**config.mk**
```make
export PLATFORM = sky130hd
export DESIGN_NAME = hpcfg_regs
export DESIGN_NICKNAME = d
export VERILOG_FILES = /design/src/common/hpcfg_pkg.sv /design/src/common/hpcfg_map_if.sv /design/src/verilog/hpcfg_map_decode.sv /design/src/verilog/hpcfg_regs.sv
export SDC_FILE = /design/constraint.sdc
export NUM_CORES = 1
export LEC_CHECK = 0
export BUFFER_PORTS_ARGS = -buffer_cell sky130_fd_sc_hd__buf_2
export CAP_MARGIN = 10
export CELL_PAD_IN_SITES_DETAIL_PLACEMENT = 0
export CELL_PAD_IN_SITES_GLOBAL_PLACEMENT = 1
export CORE_MARGIN = 3
export CORE_UTILIZATION = 34
export CTS_CLUSTER_DIAMETER = 120
export DETAILED_ROUTE_END_ITERATION = 12
export PLACE_DENSITY_LB_ADDON = 0.1
export SLEW_MARGIN = 30
export SYNTH_ARGS = -nofsm -noshare
export SYNTH_HDL_FRONTEND = slang
export SYNTH_SLANG_ARGS = --single-unit
export TNS_END_PERCENT = 100
```
**constraint.sdc**
```tcl
create_clock -name core_clk -period 1 [get_ports core_clk]
set_input_delay 0.05 -clock core_clk [delete_from_list [all_inputs] [get_ports core_clk]]
set_output_delay 0.05 -clock core_clk [all_outputs]
set_load 0.05 [all_outputs]
```
**src/common/hpcfg_pkg.sv**
```systemverilog
package hpcfg_pkg;
    localparam logic [7:0] BOOST_OFS     = 8'hF8;
    localparam logic [7:0] SWAP_OFS      = 8'hFA;
    localparam logic [7:0] MAP_OFS       = 8'hFB;
    localparam logic [7:0] BOOST_RST     = 8'h00;
    localparam logic [7:0] SWAP_RST      = 8'h00;
    localparam logic [7:0] MAP_RST       = 8'h21;
    localparam logic [7:0] RDATA_RST     = 8'h00;
    localparam logic [1:0] LNUM1_RST     = 2'h1;
    localparam logic [1:0] LNUM2_RST     = 2'h2;
    localparam logic [1:0] COUNT_RST     = 2'h2;
    localparam logic [7:0] BOOST_MASK    = 8'h77;
    localparam logic [7:0] SWAP_MASK     = 8'h0E;
    localparam int         BOOST2_LSB    = 4;
    localparam int         BOOST1_LSB    = 0;
    localparam int         SWAP_LSB      = 1;
    localparam int         MAP2_LSB      = 4;
    localparam int         MAP1_LSB      = 0;
    localparam logic [3:0] MAP_MAX_CODE  = 4'h3;
    localparam logic [1:0] LOGIC_OFF     = 2'h0;
    typedef logic [2:0] hpcfg_boost_type;
    typedef logic [1:0] hpcfg_lnum_type;
endpackage

```
**src/common/hpcfg_map_if.sv**
```systemverilog
interface hpcfg_map_if;
    import hpcfg_pkg::*;
    logic [3:0]     nibble [2];  // raw map nibble, index 0 = physical port 1
    logic           map_en;      // remap enable
    hpcfg_lnum_type lnum   [2];  // effective logical number, 0 = disabled
    modport regs (output nibble, output map_en, input lnum);
    modport dec  (input nibble, input map_en, output lnum);
endinterface

```
**src/verilog/hpcfg_map_decode.sv**
```systemverilog
module hpcfg_map_decode
(
    hpcfg_map_if.dec mp  // raw nibbles in, logical numbers out
);
    import hpcfg_pkg::*;

    // nibble to logical number, reserved codes disable
    function automatic hpcfg_lnum_type decode_nibble(input logic [3:0] nib);
        if (nib > MAP_MAX_CODE)
            decode_nibble = LOGIC_OFF;
        else
            decode_nibble = nib[1:0];
    endfunction

    genvar gi;
    generate
        for (gi = 0; gi < 2; gi++)
        begin : g_port
            // physical numbering when remap is off
            assign mp.lnum[gi] = mp.map_en
                ? decode_nibble(mp.nibble[gi])
                : hpcfg_lnum_type'(gi + 1);
        end
    endgenerate
endmodule

```
**src/verilog/hpcfg_regs.sv**
```systemverilog
module hpcfg_regs
(
    input  wire logic                   core_clk,       // core clock 25 MHz
    input  wire logic                   resetn,         // sync reset, low
    input  wire logic                   cfg_wr,         // register write strobe
    input  wire logic                   cfg_rd,         // register read strobe
    input  wire logic [7:0]             cfg_addr,       // register offset
    input  wire logic [7:0]             cfg_wdata,      // write data
    output logic [7:0]                  cfg_rdata,      // read data
    input  wire logic                   logical_map_enable, // remap enable
    output hpcfg_pkg::hpcfg_boost_type  port1_drive_boost_code, // port 1
    output hpcfg_pkg::hpcfg_boost_type  port2_drive_boost_code, // port 2
    output logic [3:1]                  line_pair_swap_out, // per port
    output hpcfg_pkg::hpcfg_lnum_type   phys1_logical_num, // 0 = off
    output hpcfg_pkg::hpcfg_lnum_type   phys2_logical_num, // 0 = off
    output logic [1:0]                  enabled_port_count // ports 1 and 2
);
    import hpcfg_pkg::*;

    logic [7:0]     boost_ff;
    logic [7:0]     swap_ff;
    logic [7:0]     map_ff;
    logic [7:0]     rdata_ff;
    hpcfg_boost_type boost1_ff;
    hpcfg_boost_type boost2_ff;
    logic [3:1]     swap_out_ff;
    hpcfg_lnum_type lnum1_ff;
    hpcfg_lnum_type lnum2_ff;
    logic [1:0]     count_ff;
    logic [7:0]     nxt_rdata;
    logic [1:0]     nxt_count;

    hpcfg_map_if map_bus ();

    ////////////////////////////////////////////////////////////////////////
    // register storage

    always_ff @(posedge core_clk)
    begin
        if (!resetn)
            boost_ff <= BOOST_RST;
        else if (cfg_wr && cfg_addr == BOOST_OFS)
            boost_ff <= cfg_wdata & BOOST_MASK;
    end

    always_ff @(posedge core_clk)
    begin
        if (!resetn)
            swap_ff <= SWAP_RST;
        else if (cfg_wr && cfg_addr == SWAP_OFS)
            swap_ff <= cfg_wdata & SWAP_MASK;
    end

    always_ff @(posedge core_clk)
    begin
        if (!resetn)
            map_ff <= MAP_RST;
        else if (cfg_wr && cfg_addr == MAP_OFS)
            map_ff <= cfg_wdata;
    end

    ////////////////////////////////////////////////////////////////////////
    // read path, unmapped offsets read zero

    always_comb
    begin
        case (cfg_addr)
            BOOST_OFS: nxt_rdata = boost_ff;
            SWAP_OFS:  nxt_rdata = swap_ff;
            MAP_OFS:   nxt_rdata = map_ff;
            default:   nxt_rdata = 8'h00;
        endcase
    end

    always_ff @(posedge core_clk)
    begin
        if (!resetn)
            rdata_ff <= RDATA_RST;
        else if (cfg_rd)
            rdata_ff <= nxt_rdata;
    end

    ////////////////////////////////////////////////////////////////////////
    // transceiver settings

    always_ff @(posedge core_clk)
    begin
        if (!resetn)
        begin
            boost1_ff <= BOOST_RST[2:0];
            boost2_ff <= BOOST_RST[2:0];
        end
        else
        begin
            boost1_ff <= boost_ff[BOOST1_LSB +: 3];
            boost2_ff <= boost_ff[BOOST2_LSB +: 3];
        end
    end

    // 1 means D+ is driven on DM and D- on DP
    always_ff @(posedge core_clk)
    begin
        if (!resetn)
            swap_out_ff <= SWAP_RST[3:1];
        else
            swap_out_ff <= swap_ff[SWAP_LSB +: 3];
    end

    ////////////////////////////////////////////////////////////////////////
    // port numbering

    assign map_bus.nibble[0] = map_ff[MAP1_LSB +: 4];
    assign map_bus.nibble[1] = map_ff[MAP2_LSB +: 4];
    assign map_bus.map_en    = logical_map_enable;

    hpcfg_map_decode u_map_decode
    (
        .mp (map_bus.dec)
    );

    always_comb
    begin
        nxt_count = 2'(map_bus.lnum[0] != LOGIC_OFF)
                  + 2'(map_bus.lnum[1] != LOGIC_OFF);
    end

    always_ff @(posedge core_clk)
    begin
        if (!resetn)
        begin
            lnum1_ff <= LNUM1_RST;
            lnum2_ff <= LNUM2_RST;
            count_ff <= COUNT_RST;
        end
        else
        begin
            lnum1_ff <= map_bus.lnum[0];
            lnum2_ff <= map_bus.lnum[1];
            count_ff <= nxt_count;
        end
    end

    assign cfg_rdata              = rdata_ff;
    assign port1_drive_boost_code = boost1_ff;
    assign port2_drive_boost_code = boost2_ff;
    assign line_pair_swap_out     = swap_out_ff;
    assign phys1_logical_num      = lnum1_ff;
    assign phys2_logical_num      = lnum2_ff;
    assign enabled_port_count     = count_ff;

    ////////////////////////////////////////////////////////////////////////
    // checks

    boost2_field_a: assert property (
        @(posedge core_clk) disable iff (!resetn)
        cfg_wr && cfg_addr == BOOST_OFS ##1 !cfg_wr [*1]
        |=> port2_drive_boost_code == $past(cfg_wdata[6:4], 2))
        else $error("port 2 boost code does not follow bits 6:4");

    boost1_field_a: assert property (
        @(posedge core_clk) disable iff (!resetn)
        cfg_wr && cfg_addr == BOOST_OFS
        |=> ##1 port1_drive_boost_code == $past(cfg_wdata[2:0], 2))
        else $error("port 1 boost code does not follow bits 2:0");

    reset_values_a: assert property (
        @(posedge core_clk)
        !resetn ##1 resetn |-> boost_ff == 8'h00 && swap_ff == 8'h00
            && port1_drive_boost_code == 3'h0
            && line_pair_swap_out == 3'h0)
        else $error("boost or swap not zero after reset");

    swap_bits_a: assert property (
        @(posedge core_clk) disable iff (!resetn)
        cfg_wr && cfg_addr == SWAP_OFS
        |=> ##1 line_pair_swap_out == $past(cfg_wdata[3:1], 2))
        else $error("swap outputs do not follow bits 3:1");

    swap_reserved_a: assert property (
        @(posedge core_clk) disable iff (!resetn)
        cfg_rd && cfg_addr == SWAP_OFS
        |=> cfg_rdata[0] == 1'b0 && cfg_rdata[7:4] == 4'h0)
        else $error("reserved swap bit reads nonzero");

    map_reset_a: assert property (
        @(posedge core_clk)
        !resetn |=> map_ff == 8'h21)
        else $error("mapping register not 0x21 after reset");

    map_port2_a: assert property (
        @(posedge core_clk) disable iff (!resetn)
        logical_map_enable && map_ff[7:4] <= 4'h3
        |=> phys2_logical_num == $past(map_ff[5:4]))
        else $error("physical port 2 number wrong");

    map_port1_a: assert property (
        @(posedge core_clk) disable iff (!resetn)
        logical_map_enable && map_ff[3:0] <= 4'h3
        |=> phys1_logical_num == $past(map_ff[1:0]))
        else $error("physical port 1 number wrong");

    map_off_a: assert property (
        @(posedge core_clk) disable iff (!resetn)
        !logical_map_enable [*2]
        |-> phys1_logical_num == 2'h1 && phys2_logical_num == 2'h2)
        else $error("numbering not physical with remap off");

    map_reserved_a: assert property (
        @(posedge core_clk) disable iff (!resetn)
        logical_map_enable && map_ff[7:4] > 4'h3
        |=> phys2_logical_num == 2'h0)
        else $error("reserved code did not disable port 2");

    port_count_a: assert property (
        @(posedge core_clk) disable iff (!resetn)
        $past(resetn) |-> enabled_port_count ==
            2'(phys1_logical_num != 2'h0) + 2'(phys2_logical_num != 2'h0))
        else $error("enabled port count wrong");

    read_zero_a: assert property (
        @(posedge core_clk) disable iff (!resetn)
        cfg_rd && cfg_addr == BOOST_OFS
        |=> cfg_rdata[7] == 1'b0 && cfg_rdata[3] == 1'b0)
        else $error("reserved boost bit reads nonzero");
endmodule

```
## Word level (Yosys, flattened, before mapping)

Cells that the tools add are included.

| operators by class | value |
|---|---|
| eq/ne operators | 3 |
| order comparisons | 2 |
| mux-type cells | 5 |
| reduce and logical (&&, ||, !) cells | 5 |
| $add $sub $neg | 1 |

Operator list:

| kind | number |
|---|---|
| $eq 8x8->1 const B | 3 |
| $pmux 8 s3 | 1 |
| $gt 4x2->1 const B | 2 |
| $mux 2 | 4 |
| $reduce_bool 2->1 | 2 |
| $logic_and 1x1->1 | 3 |
| $add 1x1->2 | 1 |

| storage, ports and cells | value |
|---|---|
| word-level logic and storage cells | 26 |
| flip-flop bits (word level) | 40 |

## Longest topological paths before layout

Gate-level depths: netlist of the first run.

| logic depth | value |
|---|---|
| word-level depth | 5 |
| gate-level depth with buffers | 6 |
| gate-level depth less buffers | 5 |

## By module

A second synthesis of the first run with hierarchy kept.

| second synthesis, totals | value |
|---|---|
| cells, all modules | 163 |
| area total of the unflattened synthesis | 1582.8 um^2 |

Modules (own cells, without submodules):

| module | cells each | area an instance (um^2) | sequential area each (um^2) | instances |
|---|---|---|---|---|
| hpcfg_regs | 155 | 1532.7 | 800.8 | 1 |
| hpcfg_map_decode | 8 | 50.0 | 0.0 | 1 |

## Worst setup path after synthesis of the first run

OpenSTA, ideal clock, no wires.

| timing | value |
|---|---|
| path type | register to register |
| from | reg cfg_rdata[1] (netlist name) |
| to | reg rdata_ff[1], in the netlist cfg_rdata[1] |
| data required time | 0.922 ns |
| buffers on the path | 0 |
| clock period less this slack | 1.104 ns |
| cell stages (with the launch flop) | 4 |
| path slack | -0.104 ns |
| arrival | 1.026 ns |
| library setup time | 0.078 ns |
| cells stage by stage | dfxtp_1 > nor2b_1 > a41oi_1 > nor3_1 |

RTL lines:

| what | line | text |
|---|---|---|
| to (signal assigned) | hpcfg_regs.sv:80 | `rdata_ff <= nxt_rdata;` |
| to (decl) | hpcfg_regs.sv:23 | `logic [7:0] rdata_ff;` |

## Final worst setup path of the first run

| timing | value |
|---|---|
| from | reg map_ff[7] |
| to | reg count_ff[0], in the netlist enabled_port_count[0] |

| between the ends | value |
|---|---|
| word-level cells in the longest chain between the ends | 5 |

RTL lines:

| what | line | text |
|---|---|---|
| from (decl) | hpcfg_regs.sv:22 | `logic [7:0] map_ff;` |
| from (signal assigned) | hpcfg_regs.sv:59 | `map_ff <= cfg_wdata;` |
| $gt 4x2->1 | hpcfg_map_decode.sv:9 | `if (nib > MAP_MAX_CODE)` |
| $mux 2 | hpcfg_map_decode.sv:9 |  |
| $mux 2 | hpcfg_map_decode.sv:21 | `? decode_nibble(mp.nibble[gi])` |
| $reduce_bool 2->1 | hpcfg_regs.sv:124 | `+ 2'(map_bus.lnum[1] != LOGIC_OFF);` |
| $add 1x1->2 | hpcfg_regs.sv:124 |  |
| named net nxt_count[0] | hpcfg_regs.sv:31 | `logic [1:0] nxt_count;` |
| to (signal assigned) | hpcfg_regs.sv:139 | `count_ff <= nxt_count;` |
| to (decl) | hpcfg_regs.sv:29 | `logic [1:0] count_ff;` |

The timed path passes the listed nets, and every way through them passes these cells.
A chain may end at the register's enable or synchronous reset.

==> impl_results.md, run 1 <==
* Primary FF master, synth: dfxtp_1
* Worst skew pair latency at around 0.28 ns
* Longest Clk Path Bufs at 2
* DR pass1 iterations at 4
* Synth top area cells: dfxtp_1 (51%), mux2i_1 (11%), nand2_1 (7.4%)
* Synth area leader: dfxtp_1
* H-tree depth at 2
* Clk pin slew, worst setup/hold paths at 0.08 ns
* Post-layout util at 48.13%
* Cell area after layout at 0.002125 mm^2
* DRC at 0
* Worst R2R Start: map_ff[7]
* Max-cap viol count at 0
* Gate Count Post-Synth at 163
* Ant diodes at 0
* Number of flops mapped to enable cells by yosys at 0
* Filler cells at ~440
* Antenna violations before repair at 0
* Unrepaired setup endpoints after global routing: true
* Register area at about 810 um^2
* Global-route wire length before repair at 6237 um
* Crit start category: register
* Fraction of registers with async set/reset at 0%
* Gr ovfl total at 0
* Max incr delay on CP at between 0.3 and 0.4 ns
* Worst Hold Class: primary input to register
* Largest net degree at the start of global routing at 27
* Synth-to-layout area growth at 34.66%
* Final total negative setup slack at -0.1337 ns
* Setup Viol. Count Final at 3
* CTS Root Cell: clkbuf_8
* Crit path to: enabled_port_count[0]
* Top cell types by occurrence after synthesis: dfxtp_1 (40), nand2_1 (31), mux2i_1 (18)
* DPL Wire Length at 2887 um
* Critical path cell sequence: nor2_4 -> o21ai_2 -> nand2_1 -> ha_1 -> and2_1
* Placed Area at 0.001973 mm^2
* Die area at 0.005494 mm^2
* Detailed Route WL at between 3000 and 4000 um
* Initial Utilization at between 30% and 40%
* Post-route ant nets at 0
* DR vias/cell at 4.768
* Tcrit/Tclk final at 106.9%
* Clock tree from TritonCTS: done
* Synth cell types at 31
* Period minus WS final at 1.069 ns
* Post-synthesis sequential area ratio at slightly above 50%
* DR vias at between 1,000 and 1,500
* LEAKAGE at 0.9824 nW
* Critical setup path kind: register to register
* Gr usage total at 14.83%
* Vias in the first global route at 1,352
* Core region area at 0.004414 mm^2
* CP endpoint kind: register
* CP required at 1.18 ns
* Avg Cell Area, Syn at 9.680 um^2
* Clk sinks at 40
* Final Hold Fails at 0
* Final GP Congestion at 0.8164
* Slew Limit Fails at 0
* Status: complete, but fails checks
* Max FO, Critical Path at 3
* DRT iter0 DRCs at 35
* Mapped cell area at 0.001578 mm^2
* # IOs at 44
* Cell Pwr Density at 1359 mW/mm^2
* Syn_nets at 185
* Multi-input logic area at 745.7 um^2
* Share of cells above drive strength 1 at 39.29%
* Yosys warnings at 0
* Slew HR at 81.02%
* Pre-CTS setup slack at -0.1274 ns
* Failing checks: negative setup slack
* Final worst slack at -0.06905 ns
* R2R setup slack at -0.07 ns
* Count leader, synth: dfxtp_1
* Wire per inst at between 10 and 15 um
* CP Launch Point: map_ff[7]
* IO Port Bufs at 43
* Clock skew at 0.004770 ns
* Clock buffer count from CTS at 5
* Worst-Margin Slew at around 0.28 ns
* Row count at 24
* R2R Path End: enabled_port_count[0]
* Maximum vdd ir drop at 0.7806 mV
* Max frequency at 935.4 MHz
* Die height at approximately 74 um
* Critical-path top delay cell: dfxtp_2
* R2r worst-path depth at 5
* Layout net count at 245
* Chip Width at 74.12 um
* Synth top area share at 50.75%
* Yosys reg bits at 40
* Crit path DAT at 1.25 ns
cell type report:
type | count | share of cell area [%]
Inverter | 12 | 2.120
Timing Repair Buffer | 61 | 17.20
Multi-Input combinational cell | 103 | 35.10
Clock buffer | 7 | 4.064
Sequential cell | 40 | 38.10
Clock inverter | 1 | 0.3534
Tap cell | 52 | 3.062
sequential cells by signal, summed over array words and instances (netlist names):
signal                  flops
cfg_rdata                   8
map_ff                      8
boost_ff                    6
line_pair_swap_out          3
port1_drive_boost_code      3
port2_drive_boost_code      3
swap_ff                     3
enabled_port_count          2
phys1_logical_num           2
phys2_logical_num           2
metal layers:
| layer | share of wire [%] | global-route usage, % | vias to the layer above |
|---|---|---|---|
| met2 | 48 | 24.70 | 30 |
| met3 | 5.7 | 4.189 | 2 |
| met5 | 0 | 0 | - |
| met1 | 46 | 18.72 | 610 |
| met4 | 0.41 | 4.225 | 0 |
| li1 | - | - | 674 |
cell families after synthesis:
kind of cell	share of synthesized area, %
muxes	12.85
DFF	50.75
adders and majority gates	0.7929
buffers and inverters	5.313
AOI/OAI and AO/OA	7.296
and+or+nand+nor	23.00
worst max-delay path, delay by kind of cell (launching register included):
kind,cells,cell delay [ns]
flip-flops,1,0.34
AND/OR/NAND/NOR,3,0.34
adder cells (fa/ha/maj),1,0.22
AO/OA/AOI/OAI,1,0.06
cell usage in the layout, fill, tap and decap left out, types with 2 or more instances in the layout:
cell      instances
dfxtp_1          33
nand3b_1          4
buf_4            16
nor2_4            2
a22oi_1           4
buf_2            43
nor3_1            2
nand3_1           2
o31ai_1           4
inv_1            12
and2_1            2
a21oi_1           2
nor2_1            4
nand2_1          31
and4_1            2
nand4_1           2
mux2i_1          18
a41oi_1           2
o21ai_2           2
mux2_4            2
a221oi_2          2
nor2b_1           2
dfxtp_2           7
clkbuf_8          6
nand2b_1          4
worst min-delay path by stage:
stage                            start                   end  slack, ns  cells past startpoint
CTS                       cfg_wdata[0]           boost_ff[0]       0.02                      3
floorplan           logical_map_enable  phys1_logical_num[0]       0.12                      1
detailed placement  logical_map_enable  phys1_logical_num[0]       0.28                      2
global route              cfg_wdata[0]           boost_ff[0]       0.03                      3
global placement    logical_map_enable  phys2_logical_num[1]       0.28                      2
finish                    cfg_wdata[0]           boost_ff[0]       0.02                      3
what timing repair did:
item / CTS / global route
hold endpoints to repair: 2 / 0
endpoints found under the setup margin: 6 / 6
pin swaps: 6 / 3
hold buffers: 1 / 0
buffers inserted: 1 / 0
resized for setup: 5 / 5
through the flow:
step	instances	hold slack, ns	total power [mW]
3_5_place_dp	266	0.2781	1.814
3_3_place_gp	266	0.2817	1.811
2_1_floorplan	163	0.1218	1.728
4_1_cts	276	0.01587	2.927
5_1_grt	276	0.02895	3.030
6_report	276	0.02451	2.886
power breakdown:
group	internal [mW]	leakage, nW	total, mW	switching [mW]
sequential	1.59	0.325	1.59	0.000784
combinational	0.0814	0.613	0.188	0.106
clock	0.561	0.0445	1.11	0.545
No activity file was read; power rests on OpenSTA's default activity.
==> run 2, diff against run 1 <==
--- a/config.mk
+++ b/config.mk
@@ -13,9 +13,11 @@
 export CORE_UTILIZATION = 34
 export CTS_CLUSTER_DIAMETER = 120
 export DETAILED_ROUTE_END_ITERATION = 12
+export HOLD_SLACK_MARGIN = 0.05
 export PLACE_DENSITY_LB_ADDON = 0.1
 export SLEW_MARGIN = 30
 export SYNTH_ARGS = -nofsm -noshare
 export SYNTH_HDL_FRONTEND = slang
+export SYNTH_HIERARCHICAL = 1
 export SYNTH_SLANG_ARGS = --single-unit
 export TNS_END_PERCENT = 100
==> run 2 against run 1 <==
- power rose by 7.0%
- routed wire length rose by 0.71%
- die area rose by 0.30%
- final cell count rose by 1.4%
- combinational power rose by 7%
- synthesized area rose by 0.32%
- count of clock-buffer cells in the layout fell by 2
- register-to-register slack got worse by 0.09 ns
- the run still ends with negative setup slack left
- largest cell class unchanged
- non-clock buffer count rose by 3
- worst hold slack improved by 0.033 ns
==> impl_results.md, run 2 <==
* Status: complete, but fails checks
* Post-synthesis sequential area ratio at 50.59% (-0.16 points)
* Primary FF master, synth: dfxtp_1
* Crit path to: enabled_port_count[0]
* Slew HR at 78.77% (-2.3 points)
* H-tree depth at 2 (unchanged)
* Vias in the first global route at 1,282 (-5.2%)
* DRT iter0 DRCs at 42 (+20%)
* Total power at 3.087 mW (+7.0%)
* Final Hold Fails at 0 (unchanged)
* DR vias/cell at 4.682 (-1.8%)
* LEAKAGE at 1.031 nW (+4.9%)
* Die height at 74.23 um (+0.15%)
* DR vias at 1,311 (-0.38%)
* Worst-Margin Slew at 0.3181 ns (+0.03374 ns)
* Slew Limit Fails at 0 (unchanged)
* Number of flops mapped to enable cells by yosys at 0 (unchanged)
* Post-route ant nets at 0 (unchanged)
* Core region area at 0.004414 mm^2 (unchanged)
* Final total negative setup slack at -0.3308 ns (-0.1971 ns)
* Clk sinks at 40 (unchanged)
* DPL Wire Length at 2881 um (-0.20%)
* Antenna violations before repair at 0 (unchanged)
* Max frequency at 864.2 MHz (-7.6%)
* Syn_nets at 185 (unchanged)
* Period minus WS final at 1.157 ns (+0.08804 ns)
* Max-cap viol count at 0 (unchanged)
* CTS Root Cell: clkbuf_8
* Gr ovfl total at 0 (unchanged)
* IO Port Bufs at 43 (unchanged)
* Hold slack final at 0.05732 ns (+0.03281 ns)
* R2R setup slack at -0.16 ns (-0.09 ns)
* Worst skew pair latency at 0.29 ns (about the same)
* Synth top area cells: dfxtp_1 (51%), mux2i_1 (11%), nand2_1 (6.9%)
* Synth-to-layout area growth at 41.66%
* Max FO, Critical Path at 2 (-1)
* Switch share at 21.71% (-0.88 points)
* # IOs at 44 (unchanged)
* Unrepaired setup endpoints after global routing: true
* Clock buffer count from CTS at 5 (unchanged)
* Most frequent cells in the layout: buf_2 (43), dfxtp_1 (32), nand2_1 (29)
* Mapped cell area at 0.001583 mm^2 (+0.32%)
* Longest Clk Path Bufs at 2 (unchanged)
* Count leader, synth: dfxtp_1
* Synth area leader: dfxtp_1
* Failing checks: negative setup slack
* Final GP Congestion at 0.7927 (-2.9%)
* Tcrit/Tclk final at 115.7% (+8.8 points)
* R2R Path End: enabled_port_count[0]
* Worst Hold Class: primary input to register
* Combinational power share at 6.5% (about the same)
* Final worst slack at -0.1571 ns (-0.08804 ns)
* Avg Cell Area, Syn at 9.710 um^2 (+0.32%)
* Top cell types by occurrence after synthesis: dfxtp_1 (40), nand2_1 (29), mux2i_1 (17)
* Row count at 24 (unchanged)
* Gr usage total at 14.41% (-0.41 points)
* Critical setup path kind: register to register
* Global-route wire length before repair at 5968 um (-4.3%)
* Synth cell types at 33 (+6.5%)
* Yosys reg bits at 40 (unchanged)
* CP required at 1.19 ns (about the same)
* Post-layout util at 50.79% (+2.7 points)
* Share of cells above drive strength 1 at 43.86% (+4.6 points)
* Clk pin slew, worst setup/hold paths at 0.08 ns (about the same)
* Fraction of registers with async set/reset at 0% (unchanged)
* Gate Count Post-Synth at 163 (unchanged)
* DRC at 0 (unchanged)
* Crit start category: register
* Chip Width at 74.23 um (+0.15%)
* Reg power frac at 51.4% (-3.8 points)
* Ant diodes at 0 (unchanged)
* Initial Utilization at 35.86% (+0.11 points)
* Crit path DAT at 1.34 ns (+0.09 ns)
* P_int at 2.417 mW (+8.2%)
* Synth top area share at 50.59% (-0.16 points)
* Clock power share at 42.1% (+3.8 points)
* Wire per inst at 13.25 um (-0.73%)
* Placed Area at 0.002022 mm^2 (+2.5%)
* Yosys warnings at 6 (+6)
* Most common cell after layout, fill and taps aside: buf_2
* Clock tree from TritonCTS: done
* CP endpoint kind: register
* Layout net count at 249 (+1.6%)
* Cell area after layout at 0.002242 mm^2 (+5.5%)
* Hold wc startpoint: cfg_wdata[4]
* Maximum vdd ir drop at 0.8029 mV (+2.9%)
* Largest net degree at the start of global routing at 18 (-33%)
* CP Launch Point: map_ff[5]
* DR pass1 iterations at 4 (unchanged)
* R2r worst-path depth at 5 (unchanged)
* Setup Viol. Count Final at 5 (+2)
* Cell Pwr Density at 1377 mW/mm^2 (+1.3%)
* Die area at 0.005510 mm^2 (+0.30%)
* Detailed Route WL at 3710 um (+0.71%)
* Switching power at 0.6703 mW (+2.8%)
* Clock skew at 0.002899 ns (-0.001871 ns)
* Worst R2R Start: map_ff[5]
## run 2: changes by cell type in the layout (fill, tap and decap cells not counted), sizes merged, moves of 3 or more
cell         previous run  this run
nor3                    2         5
and2                    3         6
dlygate4sd3             1         5
nand3                   2         5
nand3b                  4         1
## run 2: power by group through the flow
stage	sequential (mW)	combinational, mW	clock (mW)
2_1_floorplan	1.63	0.0772	0
3_3_place_gp	1.63	0.178	0
3_5_place_dp	1.63	0.179	0
4_1_cts	1.59	0.203	1.34
5_1_grt	1.59	0.223	1.41
6_report	1.59	0.201	1.30
## run 2: repair_timing
item | CTS | global route
hold buffers | 5 | 0
setup endpoints to repair | 6 | 6
buffers inserted | 0 | 0
pin swaps | 7 | 2
hold endpoints to repair | 7 | 0
resized for setup | 12 | 0
## run 2: cells by family after synthesis
family	after synthesis	synth area share [%]
AO/OA/AOI/OAI	16	7.826
buffers and inverters	20	5.375
multiplexers	20	12.89
AND/OR/NAND/NOR	66	22.53
flip-flops	40	50.59
adder cells (fa/ha/maj)	1	0.7904
## run 2: area by class of cell
cell class / instances / area, um^2
fillers: 426 / 2172
clock inverters: 3 / 42.54
clock buffers: 5 / 68.82
flip-flops and latches: 40 / 815.8
multi-input cells: 103 / 778.2
repair buffers: 64 / 422.9
inverters: 13 / 48.80
well taps: 52 / 65.06
## run 2: worst max-delay path: stages (launching register included)
cell	delay, ns
dfxtp_2	0.33
inv_2	0.04
o31ai_4	0.23
or2_4	0.16
ha_4	0.18
and2_1	0.12
## run 2: worst min-delay path by stage
stage,end,cells after the start
final,boost_ff[4],3
after detailed placement,map_ff[7],3
after global routing,map_ff[4],3
after CTS,map_ff[4],3
after floorplan,map_ff[7],2
after global placement,map_ff[7],3
## run 2: metal layers
| layer | vias to the layer above | GRT usage [%] | part of all wire, % |
|---|---|---|---|
| li1 | 679 | - | - |
| met4 | 0 | 5.336 | 1.4 |
| met3 | 5 | 4.054 | 5.6 |
| met5 | - | 0 | 0 |
| met2 | 29 | 22.15 | 44 |
| met1 | 598 | 19.34 | 49 |
## run 2: per-stage QoR
stage,instances,worst slack [ns]
2_1_floorplan,163,-0.1535
3_3_place_gp,267,-0.1700
3_5_place_dp,267,-0.2064
4_1_cts,280,-0.1702
5_1_grt,280,-0.2163
6_report,280,-0.1571
